File: config.mk
export PLATFORM = sky130hd
export DESIGN_NAME = dic_top
export DESIGN_NICKNAME = d
export VERILOG_FILES = /design/src/dic_pkg.sv /design/src/dic_top.sv /design/src/dic_chan.sv
export SDC_FILE = /design/constraint.sdc
export NUM_CORES = 2
export LEC_CHECK = 0
export ABC_AREA = 1
export BUFFER_PORTS_ARGS = -buffer_cell sky130_fd_sc_hd__buf_2
export CORE_MARGIN = 2
export CORE_UTILIZATION = 63
export CTS_CLUSTER_DIAMETER = 200
export DETAILED_ROUTE_END_ITERATION = 8
export GPL_ROUTABILITY_DRIVEN = 0
export PLACE_DENSITY = 0.82
export SLEW_MARGIN = 20
export SYNTH_ARGS = -nofsm -noshare
export SYNTH_HDL_FRONTEND = slang
export SYNTH_SLANG_ARGS = --single-unit
File: constraint.sdc
create_clock -name CLK -period 4.04 [get_ports CLK]
set_input_delay 0.404 -clock CLK [delete_from_list [all_inputs] [get_ports CLK]]
set_output_delay 0.404 -clock CLK [all_outputs]
set_load 0.005 [all_outputs]
File: src/dic_pkg.sv
// Purpose: Constants for the digital input conditioner
// Assumes: 25 MHz clock, classic Wishbone register access
// Notes:   Word-aligned byte offsets
//
// Contract
// - One per-module AC/DC choice, DC by default; IEC variant is DC only.
// - AC operation disables first-change capture, counters and all filtering.
// - DC capture channel reports first change since previous scan.
// - Non-capture channel reports present filtered level; short pulses lost.
// - Input filter 0..254 steps of 0.2 ms, default 50.
// - Counter filter 0..255 steps of 0.05 ms, default 20.
// - 32-channel model counts on first 20 channels; 16-channel on all.
// - Every channel raises an event trigger independent of the scan.
// - Tagged channel emits time-stamped record on each change; processor stores it.
// - On failure each channel shows last valid value or preset.
// - Masked channel shows preset value even in normal operation.
// - Sleep stops the module, cuts power, presents preset values.
// - Freeze presents presets while actual inputs stay observable.
// - Failure lights fault indicator and exposes failure flag.
// - Capture is per channel, off by default, DC only.
// - Test session uses temporary filter settings only while active.
// - Fault indicator stays lit while any error remains.
// - Channel indicator lit while the input is ON.
package dic_pkg;
  // ----------------------------------------
  // Sizes and timing
  // ----------------------------------------
  localparam int NCH          = 32;
  localparam int NCH_SMALL    = 16;
  localparam int CNT_CH_LARGE = 20;
  localparam int CLK_HZ       = 25_000_000;
  localparam int DC_UNIT_US   = 200;
  localparam int CNT_UNIT_US  = 50;
  localparam int MS_UNIT_US   = 1000;
  localparam int DC_UNIT_CYC  = CLK_HZ / 1_000_000 * DC_UNIT_US;
  localparam int CNT_UNIT_CYC = CLK_HZ / 1_000_000 * CNT_UNIT_US;
  localparam int MS_CYC       = CLK_HZ / 1_000_000 * MS_UNIT_US;
  localparam int DIV_W        = 15;
  localparam int CNT_W        = 16;

  // ----------------------------------------
  // Filter settings
  // ----------------------------------------
  localparam logic [7:0] DC_FILT_RST  = 8'h32;
  localparam logic [7:0] CNT_FILT_RST = 8'h14;
  localparam logic [7:0] DC_FILT_MAX  = 8'hFE;

  // ----------------------------------------
  // Register offsets
  // ----------------------------------------
  localparam logic [7:0] REG_CTRL   = 8'h00;
  localparam logic [7:0] REG_FILT   = 8'h04;
  localparam logic [7:0] REG_CAPEN  = 8'h08;
  localparam logic [7:0] REG_CNTEN  = 8'h0C;
  localparam logic [7:0] REG_TAGEN  = 8'h10;
  localparam logic [7:0] REG_PSEL   = 8'h14;
  localparam logic [7:0] REG_PVAL   = 8'h18;
  localparam logic [7:0] REG_MASK   = 8'h1C;
  localparam logic [7:0] REG_SCAN   = 8'h20;
  localparam logic [7:0] REG_LIVE   = 8'h24;
  localparam logic [7:0] REG_STAT   = 8'h28;
  localparam logic [7:0] REG_TFILT  = 8'h2C;
  localparam logic [1:0] CNT_REGION = 2'h1;

  // ----------------------------------------
  // Field positions
  // ----------------------------------------
  localparam int CTRL_AC     = 0;
  localparam int CTRL_SLEEP  = 1;
  localparam int CTRL_FREEZE = 2;
  localparam int CTRL_TEST   = 3;
  localparam int FILT_DC_LSB  = 0;
  localparam int FILT_CNT_LSB = 8;
endpackage

File: src/dic_top.sv
// Purpose: Digital input conditioner with Wishbone register access
// Assumes: Classic Wishbone, one answer per request
// Notes:   Scan read of the scan register clears capture latches
`timescale 1ns/1ps
module dic_top
  import dic_pkg::*;
#(
  parameter int       DC_CYC    = DC_UNIT_CYC,
  parameter int       MS_TICK   = MS_CYC,
  parameter bit       MODEL_32  = 1'b1,
  parameter bit       IEC_TYPE  = 1'b0
)(
  input  wire logic             CLK,
  input  wire logic             RST,
  input  wire logic [7:0]       ADR_I,
  input  wire logic [31:0]      DAT_I,
  output logic [31:0]           DAT_O,
  input  wire logic             WE_I,
  input  wire logic [3:0]       SEL_I,
  input  wire logic             STB_I,
  input  wire logic             CYC_I,
  output logic                  ACK_O,
  input  wire logic [NCH-1:0]   INPUT_CHANNEL,
  input  wire logic [3:0]       MOD_ERR,
  output logic                  ERR_LED,
  output logic                  FAIL_STAT,
  output logic [NCH-1:0]        CH_LED,
  output logic [NCH-1:0]        APP_VALUE,
  output logic [NCH-1:0]        EVENT_TRIG,
  output logic                  TAG_VALID,
  output logic [4:0]            TAG_CHAN,
  output logic                  TAG_LEVEL,
  output logic [31:0]           TAG_TIME,
  output logic                  POWER_DOWN
);
  // ----------------------------------------
  // Registers
  // ----------------------------------------
  logic [3:0]       ctrl;
  logic [7:0]       dc_filt;
  logic [7:0]       cnt_filt;
  logic [7:0]       dc_tfilt;
  logic [7:0]       cnt_tfilt;
  logic [NCH-1:0]   capen;
  logic [NCH-1:0]   cnten;
  logic [NCH-1:0]   tagen;
  logic [NCH-1:0]   psel;
  logic [NCH-1:0]   pval;
  logic [NCH-1:0]   mask;
  logic [NCH-1:0]   cap_pend;
  logic [NCH-1:0]   cap_val;
  logic [NCH-1:0]   hold_last_reading;
  logic [NCH-1:0]   tag_pend;
  logic [DIV_W-1:0] dc_div;
  logic [DIV_W-1:0] cnt_div;
  logic [DIV_W-1:0] ms_div;
  logic             tick_dc;
  logic             tick_cnt;
  logic [31:0]      ms_time;
  logic [NCH-1:0]   level;
  logic [NCH-1:0]   chg;
  logic [CNT_W-1:0] count [NCH];
  logic [NCH-1:0]   ch_ok;
  logic [NCH-1:0]   cnt_ok;
  logic [31:0]      rdata;
  logic [4:0]       grant_idx;

  // ----------------------------------------
  // Mode decode
  // ----------------------------------------
  wire ac_mode = ctrl[CTRL_AC] && !IEC_TYPE;
  wire sleep   = ctrl[CTRL_SLEEP];
  wire freeze  = ctrl[CTRL_FREEZE];
  wire test    = ctrl[CTRL_TEST];
  wire run     = !sleep;
  wire failed  = |MOD_ERR;
  wire [7:0] dc_lim  = test ? dc_tfilt : dc_filt;
  wire [7:0] cnt_lim = test ? cnt_tfilt : cnt_filt;
  wire [7:0] dc_wr   = DAT_I[7:0] > DC_FILT_MAX ? DC_FILT_MAX : DAT_I[7:0];
  wire [NCH-1:0] cap_act = capen & {NCH{!ac_mode}} & ch_ok;
  wire [NCH-1:0] cnt_act = cnten & {NCH{!ac_mode}} & cnt_ok;

  // ----------------------------------------
  // Bus decode
  // ----------------------------------------
  wire req      = CYC_I && STB_I;
  wire wr       = req && ACK_O && WE_I;
  wire scan_rd  = req && ACK_O && !WE_I && ADR_I == REG_SCAN;
  wire [7:0] cnt_off = ADR_I - {CNT_REGION, 6'h00};
  wire cnt_sel  = !cnt_off[7];
  wire [NCH-1:0] next_cap_set = chg & cap_act & (~cap_pend | {NCH{scan_rd}});
  wire [NCH-1:0] live_view = (cap_pend & cap_act & cap_val)
                           | (~(cap_pend & cap_act) & level);
  wire [NCH-1:0] fail_view = (psel & pval) | (~psel & hold_last_reading);
  wire [NCH-1:0] norm_view = (mask & pval) | (~mask & live_view);
  wire force_pdv = sleep || freeze;
  wire [NCH-1:0] next_app = force_pdv ? pval
                          : failed ? fail_view : norm_view;
  wire [NCH-1:0] grant = tag_pend & (~tag_pend + 32'h1);
  wire [NCH-1:0] next_tag_set = chg & tagen & ch_ok;

  always_comb begin
    grant_idx = 5'h0;
    for (int i = NCH - 1; i >= 0; i--) begin
      if (grant[i]) begin
        grant_idx = 5'(i);
      end
    end
  end

  always_comb begin
    rdata = 32'h0;
    if (cnt_sel) begin
      rdata = {16'h0, count[cnt_off[6:2]]};
    end else begin
      case (ADR_I)
        REG_CTRL:  rdata = {28'h0, ctrl};
        REG_FILT:  rdata = {16'h0, cnt_filt, dc_filt};
        REG_TFILT: rdata = {16'h0, cnt_tfilt, dc_tfilt};
        REG_CAPEN: rdata = capen;
        REG_CNTEN: rdata = cnten;
        REG_TAGEN: rdata = tagen;
        REG_PSEL:  rdata = psel;
        REG_PVAL:  rdata = pval;
        REG_MASK:  rdata = mask;
        REG_SCAN:  rdata = APP_VALUE;
        REG_LIVE:  rdata = level;
        REG_STAT:  rdata = {27'h0, MOD_ERR, FAIL_STAT};
        default:   rdata = 32'h0;
      endcase
    end
  end

  // ----------------------------------------
  // Channels
  // ----------------------------------------
  generate
    for (genvar g = 0; g < NCH; g++) begin : g_ch
      assign ch_ok[g]  = MODEL_32 || g < NCH_SMALL;
      assign cnt_ok[g] = MODEL_32 ? g < CNT_CH_LARGE : g < NCH_SMALL;
      dic_chan u_ch (
        .clk      (CLK),
        .rst      (RST),
        .raw_pin  (INPUT_CHANNEL[g] && ch_ok[g]),
        .run      (run),
        .bypass   (ac_mode),
        .cnt_mode (cnt_act[g]),
        .tick_dc  (tick_dc),
        .tick_cnt (tick_cnt),
        .dc_lim   (dc_lim),
        .cnt_lim  (cnt_lim),
        .level    (level[g]),
        .chg      (chg[g]),
        .count    (count[g])
      );
    end
  endgenerate

  // ----------------------------------------
  // Timebase
  // ----------------------------------------
  always_ff @(posedge CLK) begin
    if (RST) begin
      dc_div   <= '0;
      cnt_div  <= '0;
      ms_div   <= '0;
      tick_dc  <= 1'b0;
      tick_cnt <= 1'b0;
      ms_time  <= 32'h0;
    end else begin
      tick_dc  <= dc_div == DIV_W'(DC_CYC - 1);
      tick_cnt <= cnt_div == DIV_W'(CNT_UNIT_CYC - 1);
      dc_div   <= dc_div == DIV_W'(DC_CYC - 1) ? '0 : dc_div + 1'b1;
      cnt_div  <= cnt_div == DIV_W'(CNT_UNIT_CYC - 1) ? '0 : cnt_div + 1'b1;
      ms_div   <= ms_div == DIV_W'(MS_TICK - 1) ? '0 : ms_div + 1'b1;
      if (ms_div == DIV_W'(MS_TICK - 1)) begin
        ms_time <= ms_time + 32'h1;
      end
    end
  end

  // ----------------------------------------
  // Bus slave and configuration
  // ----------------------------------------
  always_ff @(posedge CLK) begin
    if (RST) begin
      ACK_O     <= 1'b0;
      DAT_O     <= 32'h0;
      ctrl      <= 4'h0;
      dc_filt   <= DC_FILT_RST;
      cnt_filt  <= CNT_FILT_RST;
      dc_tfilt  <= DC_FILT_RST;
      cnt_tfilt <= CNT_FILT_RST;
      capen     <= '0;
      cnten     <= '0;
      tagen     <= '0;
      psel      <= '0;
      pval      <= '0;
      mask      <= '0;
    end else begin
      ACK_O <= req && !ACK_O;
      if (req && !ACK_O) begin
        DAT_O <= rdata;
      end
      if (wr) begin
        case (ADR_I)
          REG_CTRL:  ctrl  <= DAT_I[3:0];
          REG_FILT:  begin
            dc_filt  <= dc_wr;
            cnt_filt <= DAT_I[15:8];
          end
          REG_TFILT: begin
            dc_tfilt  <= dc_wr;
            cnt_tfilt <= DAT_I[15:8];
          end
          REG_CAPEN: capen <= DAT_I;
          REG_CNTEN: cnten <= DAT_I;
          REG_TAGEN: tagen <= DAT_I;
          REG_PSEL:  psel  <= DAT_I;
          REG_PVAL:  pval  <= DAT_I;
          REG_MASK:  mask  <= DAT_I;
          default:   ctrl  <= ctrl;
        endcase
      end
    end
  end

  // ----------------------------------------
  // Scan view, events and status
  // ----------------------------------------
  always_ff @(posedge CLK) begin
    if (RST) begin
      cap_pend          <= '0;
      cap_val           <= '0;
      hold_last_reading <= '0;
      APP_VALUE         <= '0;
      EVENT_TRIG        <= '0;
      tag_pend          <= '0;
      TAG_VALID         <= 1'b0;
      TAG_CHAN          <= 5'h0;
      TAG_LEVEL         <= 1'b0;
      TAG_TIME          <= 32'h0;
      ERR_LED           <= 1'b0;
      FAIL_STAT         <= 1'b0;
      CH_LED            <= '0;
      POWER_DOWN        <= 1'b0;
    end else begin
      cap_pend <= next_cap_set | (cap_pend & ~{NCH{scan_rd}});
      cap_val  <= (next_cap_set & level) | (~next_cap_set & cap_val);
      if (!failed) begin
        hold_last_reading <= norm_view;
      end
      APP_VALUE  <= next_app;
      EVENT_TRIG <= chg & ch_ok;
      tag_pend   <= next_tag_set | (tag_pend & ~grant);
      TAG_VALID  <= |grant;
      if (|grant) begin
        TAG_CHAN  <= grant_idx;
        TAG_LEVEL <= level[grant_idx];
        TAG_TIME  <= ms_time;
      end
      ERR_LED    <= failed;
      FAIL_STAT  <= failed;
      CH_LED     <= level & ch_ok;
      POWER_DOWN <= sleep;
    end
  end
endmodule

File: src/dic_chan.sv
// Purpose: One input channel: synchroniser, debounce filter, counter
// Assumes: Ticks are one-cycle pulses at the filter unit rate
// Notes:   Holds level, filter count and counter while run is low; synchroniser keeps sampling
`timescale 1ns/1ps
module dic_chan
  import dic_pkg::*;
(
  input  wire logic             clk,
  input  wire logic             rst,
  input  wire logic             raw_pin,
  input  wire logic             run,
  input  wire logic             bypass,
  input  wire logic             cnt_mode,
  input  wire logic             tick_dc,
  input  wire logic             tick_cnt,
  input  wire logic [7:0]       dc_lim,
  input  wire logic [7:0]       cnt_lim,
  output logic                  level,
  output logic                  chg,
  output logic [CNT_W-1:0]      count
);
  logic [2:0] sync;
  logic       samp;
  logic [7:0] held;
  logic       next_level;
  logic [7:0] next_held;

  wire       agree = sync[1] == sync[2];
  wire [7:0] lim   = cnt_mode ? cnt_lim : dc_lim;
  wire       tick  = cnt_mode ? tick_cnt : tick_dc;
  wire       unfilt = bypass || lim == 8'h00;

  // ----------------------------------------
  // Debounce
  // ----------------------------------------
  always_comb begin
    next_level = level;
    next_held  = held;
    if (!run) begin
      next_held = held;
    end else if (unfilt) begin
      next_level = samp;
      next_held  = 8'h00;
    end else if (samp == level) begin
      next_held = 8'h00;
    end else if (tick) begin
      if (held + 8'h01 >= lim) begin
        next_level = samp;
        next_held  = 8'h00;
      end else begin
        next_held = held + 8'h01;
      end
    end
  end

  always_ff @(posedge clk) begin
    if (rst) begin
      sync  <= 3'h0;
      samp  <= 1'b0;
      level <= 1'b0;
      held  <= 8'h00;
      chg   <= 1'b0;
      count <= '0;
    end else begin
      sync  <= {sync[1:0], raw_pin};
      if (agree) begin
        samp <= sync[2];
      end
      level <= next_level;
      held  <= next_held;
      chg   <= next_level != level;
      if (cnt_mode && !bypass && next_level && !level) begin
        count <= count + 16'h0001;
      end
    end
  end
endmodule

Word level (Yosys, flattened, before mapping)
Index checks and enable logic that the tools add are counted.
{"block": "word_totals", "register_bits": 1373, "latchBits": 0, "mem_bits_rw": 0, "rom_bits": 0, "in_bits": 85, "output_inout_bits": 171, "word_cells": 1032, "memories": 0}
{"block": "classes", "n_addsub": 58, "mul": 0, "div": 0, "magnitude_cmp": 35, "eq_ne": 110, "n_shift": 0, "muxes": 372, "bitwise": 34, "n_reduce_logical": 211}
{"operator": "8-bit 2-to-1 mux", "n": 151}
{"operator": "32-bit AND", "n": 16}
{"operator": "32-bit case mux with 12 select lines", "n": 1}
{"operator": "16-bit by 1-bit adder with 16-bit output (second input constant)", "n": 20}
{"operator": "8-bit by 1-bit adder with 8-bit output (second input constant)", "n": 32}
{"operator": "8-bit greater-or-equal comparator", "n": 32}
{"operator": "32-bit NOT", "n": 8}
{"operator": "32-bit bitwise OR", "n": 7}
{"operator": "1-bit 2-to-1 mux", "n": 181}
{"operator": "8-bit logical NOT", "n": 22}
{"operator": "5-bit 2-to-1 mux", "n": 32}
{"operator": "32-bit 2-to-1 mux", "n": 3}
{"operator": "3-bit nonzero test", "n": 32}
{"operator": "2-bit AND reduction", "n": 41}
{"operator": "16-bit binary-select mux with 5-bit select", "n": 1}
{"operator": "1-bit logical AND", "n": 66}
{"operator": "32-bit by 1-bit adder with 32-bit output (second input constant)", "n": 2}
{"operator": "1-bit equality test", "n": 64}
{"operator": "15-bit by 1-bit adder with 15-bit output (second input constant)", "n": 3}
{"operator": "8-bit by 5-bit equality test with 1-bit output (second input constant)", "n": 4}
{"operator": "8-bit by 6-bit equality test with 1-bit output (second input constant)", "n": 4}
{"operator": "16-bit 2-to-1 mux", "n": 2}
{"operator": "1-bit != test", "n": 32}
{"operator": "32-bit OR reduction", "n": 1}
{"operator": "other kinds (17)", "n": 63}

Depth between registers and ports, before layout
{"block": "logic_depth", "depth_word": 37, "depth_mapped": 30, "ltp_nobuf": 27}

Modules after synthesis
Synthesis repeated with hierarchy kept, for this count alone.
{"block": "unflattened", "hier_cells": 13591, "hier_area_um2": 92959.2}
{"mod": "dic_chan at g_ch[0].u_ch ...", "n_inst": 31, "cells_per_inst": 297, "area_each_um2": 1995.7, "seq_area_each_um2": 600.6}
{"mod": "dic_top", "n_inst": 1, "cells_per_inst": 4087, "area_each_um2": 29082.9, "seq_area_each_um2": 12111.6}
{"mod": "dic_chan at g_ch[29].u_ch", "n_inst": 1, "cells_per_inst": 297, "area_each_um2": 2010.7, "seq_area_each_um2": 600.6}

Worst setup path after synthesis
OpenSTA, ideal clock, no wires.
{"block": "synth_timing", "path_type": "flip-flop to flip-flop", "startpoint": "reg ctrl[3]", "endpoint": "reg g_ch[29].u_ch.held[0]", "setup_time_ns": 0.086, "t_arrival_ns": 3.390, "required_ns": 3.954, "setup_slack_ns": 0.565, "stages_incl_launch_ff": 20, "n_path_buf": 4, "period_less_slack_ns": 3.475, "cell_sequence": "dfxtp_1 > buf_6 > buf_12 > buf_8 > nand2_1 > nand2_2 > buf_2 > inv_1 > ha_1 > o21a_1 > o21a_1 > o21a_1 > o21a_1 > o21a_1 > o21a_1 > o21ai_0 > nand2_1 > nor4_2 > nor2_1 > a211oi_1"}
{"block": "synth_via", "elab_chain_len": 6, "word_cells_on_any_way": 10, "classes_between": "1 x order compare; 5 x mux; 4 x reduce/logical"}
{"element": "from (decl)", "line_no": "dic_top.sv:39", "rtl": "logic [3:0] ctrl;"}
{"element": "from (signal assigned)", "line_no": "dic_top.sv:207", "rtl": "REG_CTRL: ctrl <= DAT_I[3:0];"}
{"element": "from (signal assigned)", "line_no": "dic_top.sv:222", "rtl": "default: ctrl <= ctrl;"}
{"element": "8-bit 2-to-1 mux *", "line_no": "dic_top.sv:77", "rtl": "wire [7:0] dc_lim = test ? dc_tfilt : dc_filt;"}
{"element": "8-bit greater-or-equal comparator", "line_no": "dic_chan.sv:47", "rtl": "if (held + 8'h01 >= lim) begin"}
{"element": "8-bit 2-to-1 mux", "line_no": "dic_chan.sv:47"}
{"element": "8-bit 2-to-1 mux", "line_no": "dic_chan.sv:46", "rtl": "end else if (tick) begin"}
{"element": "8-bit 2-to-1 mux", "line_no": "dic_chan.sv:44", "rtl": "end else if (samp == level) begin"}
{"element": "8-bit 2-to-1 mux", "line_no": "dic_chan.sv:41", "rtl": "end else if (unfilt) begin"}
{"element": "to (signal assigned)", "line_no": "dic_chan.sv:70", "rtl": "held <= next_held;"}
{"element": "to (decl)", "line_no": "dic_chan.sv:24", "rtl": "logic [7:0] held;"}
Every way passes the cells marked *; elsewhere a longest branch is shown, timed or not. The select of a mux whose other input is x is not followed.
A chain may end at the register's enable or synchronous reset.

Worst setup path in the final report
{"block": "layout_timing", "startpoint": "reg ctrl[3]", "endpoint": "reg g_ch[10].u_ch.count[15]"}
{"block": "layout_via", "elab_chain_len": 10, "word_cells_on_any_way": 13, "classes_between": "1 x order compare; 8 x mux; 4 x reduce/logical"}
{"element": "8-bit 2-to-1 mux (on tied branches)", "line_no": "dic_top.sv:77, dic_top.sv:78"}
{"element": "8-bit 2-to-1 mux *", "line_no": "dic_chan.sv:29", "rtl": "wire [7:0] lim = cnt_mode ? cnt_lim : dc_lim;"}
{"element": "8-bit greater-or-equal comparator", "line_no": "dic_chan.sv:47"}
{"element": "1-bit 2-to-1 mux", "line_no": "dic_chan.sv:47"}
{"element": "1-bit 2-to-1 mux", "line_no": "dic_chan.sv:46"}
{"element": "1-bit 2-to-1 mux", "line_no": "dic_chan.sv:44"}
{"element": "1-bit 2-to-1 mux *", "line_no": "dic_chan.sv:41"}
{"element": "1-bit 2-to-1 mux *", "line_no": "dic_chan.sv:39", "rtl": "if (!run) begin"}
{"element": "1-bit logical AND * (2 in series)", "line_no": "dic_chan.sv:72", "rtl": "if (cnt_mode && !bypass && next_level && !level) begin"}
{"element": "to (signal assigned)", "line_no": "dic_chan.sv:73", "rtl": "count <= count + 16'h0001;"}
{"element": "to (decl)", "line_no": "dic_chan.sv:20", "rtl": "output logic [CNT_W-1:0] count"}
Every way passes the cells marked *; elsewhere a longest branch is shown, timed or not.

==> impl_metrics.yaml <==
sta:
  fmax_mhz: 251.6
  rsz0062_at_grt: "yes"
  maxSlewViolCount: 0
  min_period_ns: 3.974
  setup_viol: 0
  hold_violations: 0
  worst_slew_pin_slew_ns: 1.195
  finalCritPeriodShare_pct: 98.38
  fin_ws_ns: 0.06552
  clock_skew_ns: 0.03640
  maxSlewHeadroom_pct: 20.26
power:
  ir_drop_v: 0.0003792
  cellPowerDensity_nw_per_um2: 353.5
  leakage_nw: 33.21
clocking:
  cts_num_sinks: 1373
  cts_tree: "yes"
  cts_buffers: 145
  cts_root_buffer: "clkbuf_16"
  clkTransAtPathRegs_ns: 0.06
  clk_path_buf_depth: 3
  clk_latency_ns: 0.80
  cts-htree-levels: 4
global_routing:
  grt_pass1_vias: 65293
  antenna_found_initial: 26
  grt_overflow: 0
  grt_use_total_pct: 39.29
  grt_pass1_wl_um: 352300
  grt_max_degree: 153
worst_setup_path:
  cp_max_fo: 7
  rrSetupSlack_ns: 0.07
  crit_start: "ctrl[3]"
  r2r_end: "g_ch[10].u_ch.count[15]"
  worst-setup-path-type: "register to register"
  end_kind: "register"
  crit_path_end: "g_ch[10].u_ch.count[15]"
  worst_setup_path_start_kind: "register"
  reg2reg_depth: 26
  required_ns: 4.71
  r2r-start: "ctrl[3]"
  crit_arrival_ns: 4.64
floorplan:
  floorplan.core_area_sq_um: 110200
  pin_count: 256
  core.rowCount: 122
  die_y_um: 336.8
  die_w_um: 336.8
  die_area_sq_um: 113500
  start_util_pct: 63.32
final_layout:
  reg_top3: "g_ch.u_ch.count (320), g_ch.u_ch.held (256), g_ch.u_ch.sync (96)"
  finish.utilization_pct: 72.78
  mostFrequentLayoutCell: "nand2_1"
  drive_gt1_share_pct: 10.48
  largest_reg_flops: 320
  fin_area_sq_um: 80210
  area_growth_pct: 14.94
  nets: 10255
  final_cell_mix: "nand2_1 (1466), dfxtp_1 (1366), inv_1 (1184)"
  regMostFlops: "g_ch.u_ch.count"
  seqCellArea_sq_um: 27500
  multi_input_area_sq_um: 36380
  num-fill-cells: 8310
place:
  dpl.hpwl_um: 159100
  placed_cell_area_sq_um: 73650
  io_buffers: 251
  dp_slack_ns: 0.03062
outcome:
  outcome: "finished clean"
yosys:
  ys_ff_latch: 1373
  avgSynthCellArea_sq_um: 7.373
  syn-num-nets: 9864
  synth_ff_type: "dfxtp_1"
  synth_warnings: 0
  synthDistinctLibCells: 74
  synth_area_sq_um: 69790
  synth_cells: 9465
  async_reset_ff_share_pct: 0
  seq_area_frac_synth_pct: 39.39
  synth-edff-count: 0
detailed_routing:
  routed_via_density: 6.161
  num_vias: 70677
  drtPass1Iterations: 9
  wl_um: 235400
  ant_nets: 0
  drtIter0Drc: 8924
  wl_per_cell_um: 20.52
  drc: 0
job:
  drv_cap: 0
worst_hold_path:
  hold_class: "input port to register"
## stage by stage
stage               instances  hold slack (ns)  TNS [ns]  total power [mW]
floorplan                9465           0.3883         0             14.36
global placement        11070           0.3943         0             14.66
detailed placement      11070           0.3916         0             14.68
CTS                     11394         0.007161         0             28.29
global route            11469          0.01638    -1.093             28.95
finish                  11471          0.01525         0             28.35
## worst max-delay path, cell delays in order (launching register included)
cell	delay, ns
dfxtp_4	0.38
buf_12	0.14
buf_4	0.15
nand2_2	0.10
o21ai_4	0.08
buf_12	0.17
buf_8	0.16
nand2_1	0.07
o21ai_2	0.07
ha_1	0.32
nand2_2	0.07
o21ai_2	0.11
a21oi_1	0.07
nand2_1	0.06
inv_1	0.05
o21bai_1	0.23
nand2_1	0.14
nand2_1	0.10
o21ai_2	0.08
inv_2	0.10
nand4_4	0.16
nor2_4	0.21
nand3_2	0.11
nor4_4	0.38
nand3_1	0.13
o21ai_1	0.15
nor2_1	0.05
## cells in the mapped netlist, types with 8 or more instances
master     number  area, sq um
nand4_1       111        694.4
nor4_1         53        331.6
buf_1          25        93.84
nor3_4         12        195.2
xor2_1        174         1524
clkbuf_1      296         1111
and3_1         35        219.0
a22o_1         15        131.4
o2111ai_1      15        131.4
xnor2_1        67        586.8
a31oi_1        59        369.1
nand3_1       300         1501
a221oi_1       64        560.5
nor3_1        230         1151
ha_1          314         3929
buf_2          32        160.2
a32o_1         21        210.2
inv_1        1192         4474
nor2_2          9        56.30
a311oi_1       36        315.3
o21a_1         98        735.7
a22oi_1        47        352.8
a21oi_1       944         4725
o221ai_1       22        192.7
buf_6          13        146.4
o21ai_2        16        140.1
nor3_2         25        250.2
o211ai_1       55        412.9
o22ai_1       119        744.5
or2_2          14        87.58
nor4_2         13        162.7
nor4_4         15        319.1
dfxtp_1      1373        27490
o31ai_1         8        60.06
nand2_1      1475         5537
clkinv_1       18        67.56
nor3b_1        50        375.4
inv_2          24        90.09
o21ai_0       922         4614
nand3b_1       76        570.6
a211oi_1       40        300.3
o21ai_1        84        420.4
nand2_2        19        118.9
nor2_1        846         3176
## worst min-delay path by stage
stage,to,cells past startpoint,startpoint,slack [ns]
4_1_cts,cnten[6],3,DAT_I[6],0.007
3_3_place_gp,g_ch[5].u_ch.sync[1],2,g_ch[5].u_ch.sync[0],0.39
6_report,tagen[6],3,DAT_I[6],0.02
2_1_floorplan,g_ch[0].u_ch.sync[1],2,g_ch[0].u_ch.sync[0],0.39
3_5_place_dp,g_ch[10].u_ch.sync[1],2,g_ch[10].u_ch.sync[0],0.39
5_1_grt,mask[6],3,DAT_I[6],0.02
## logic make-up after synthesis
kind of cell             synth area share [%]
multiplexers                          0.07351
buffers and inverters                   8.998
adder cells (fa/ha/maj)                 5.630
XOR/XNOR                                3.025
AND/OR/NAND/NOR                         21.65
AO/OA/AOI/OAI                           21.23
flip-flops                              39.39
## where the power goes
group / total (mW) / leakage, nW / switching (mW) / internal (mW)
Clock: 13.9 / 2.43 / 5.78 / 8.10
Sequential: 13.6 / 11.1 / 0.0442 / 13.6
Combinational: 0.836 / 19.7 / 0.611 / 0.224
Total: 28.4 / 33.2 / 6.43 / 21.9
## final cells by class
| cell class | instances | area share (%) |
|---|---|---|
| multi-input combinational | 6479 | 45.35 |
| sequential | 1373 | 34.28 |
| timing repair buffer | 621 | 6.080 |
| inverter | 1235 | 5.811 |
| clock buffer | 206 | 5.187 |
| tap | 1488 | 2.321 |
| clock inverter | 59 | 0.9281 |
| antenna | 9 | 0.02808 |
| timing repair inverter | 1 | 0.006240 |
## routing by layer
metal / global-route usage, % / share of wire, %
met1: 49.31 / 37
met2: 58.86 / 41
met3: 10.85 / 14
met4: 26.54 / 8.0
met5: 0 / 0.11
## timing repair
item	CTS	global route
setup endpoints to repair	1	215
hold buffers	59	0
pin swaps	0	37
buffers inserted	0	56
hold endpoints to repair	141	0
gates resized for setup	1	96
cloned	0	11
No activity file was read; power rests on OpenSTA's default activity.
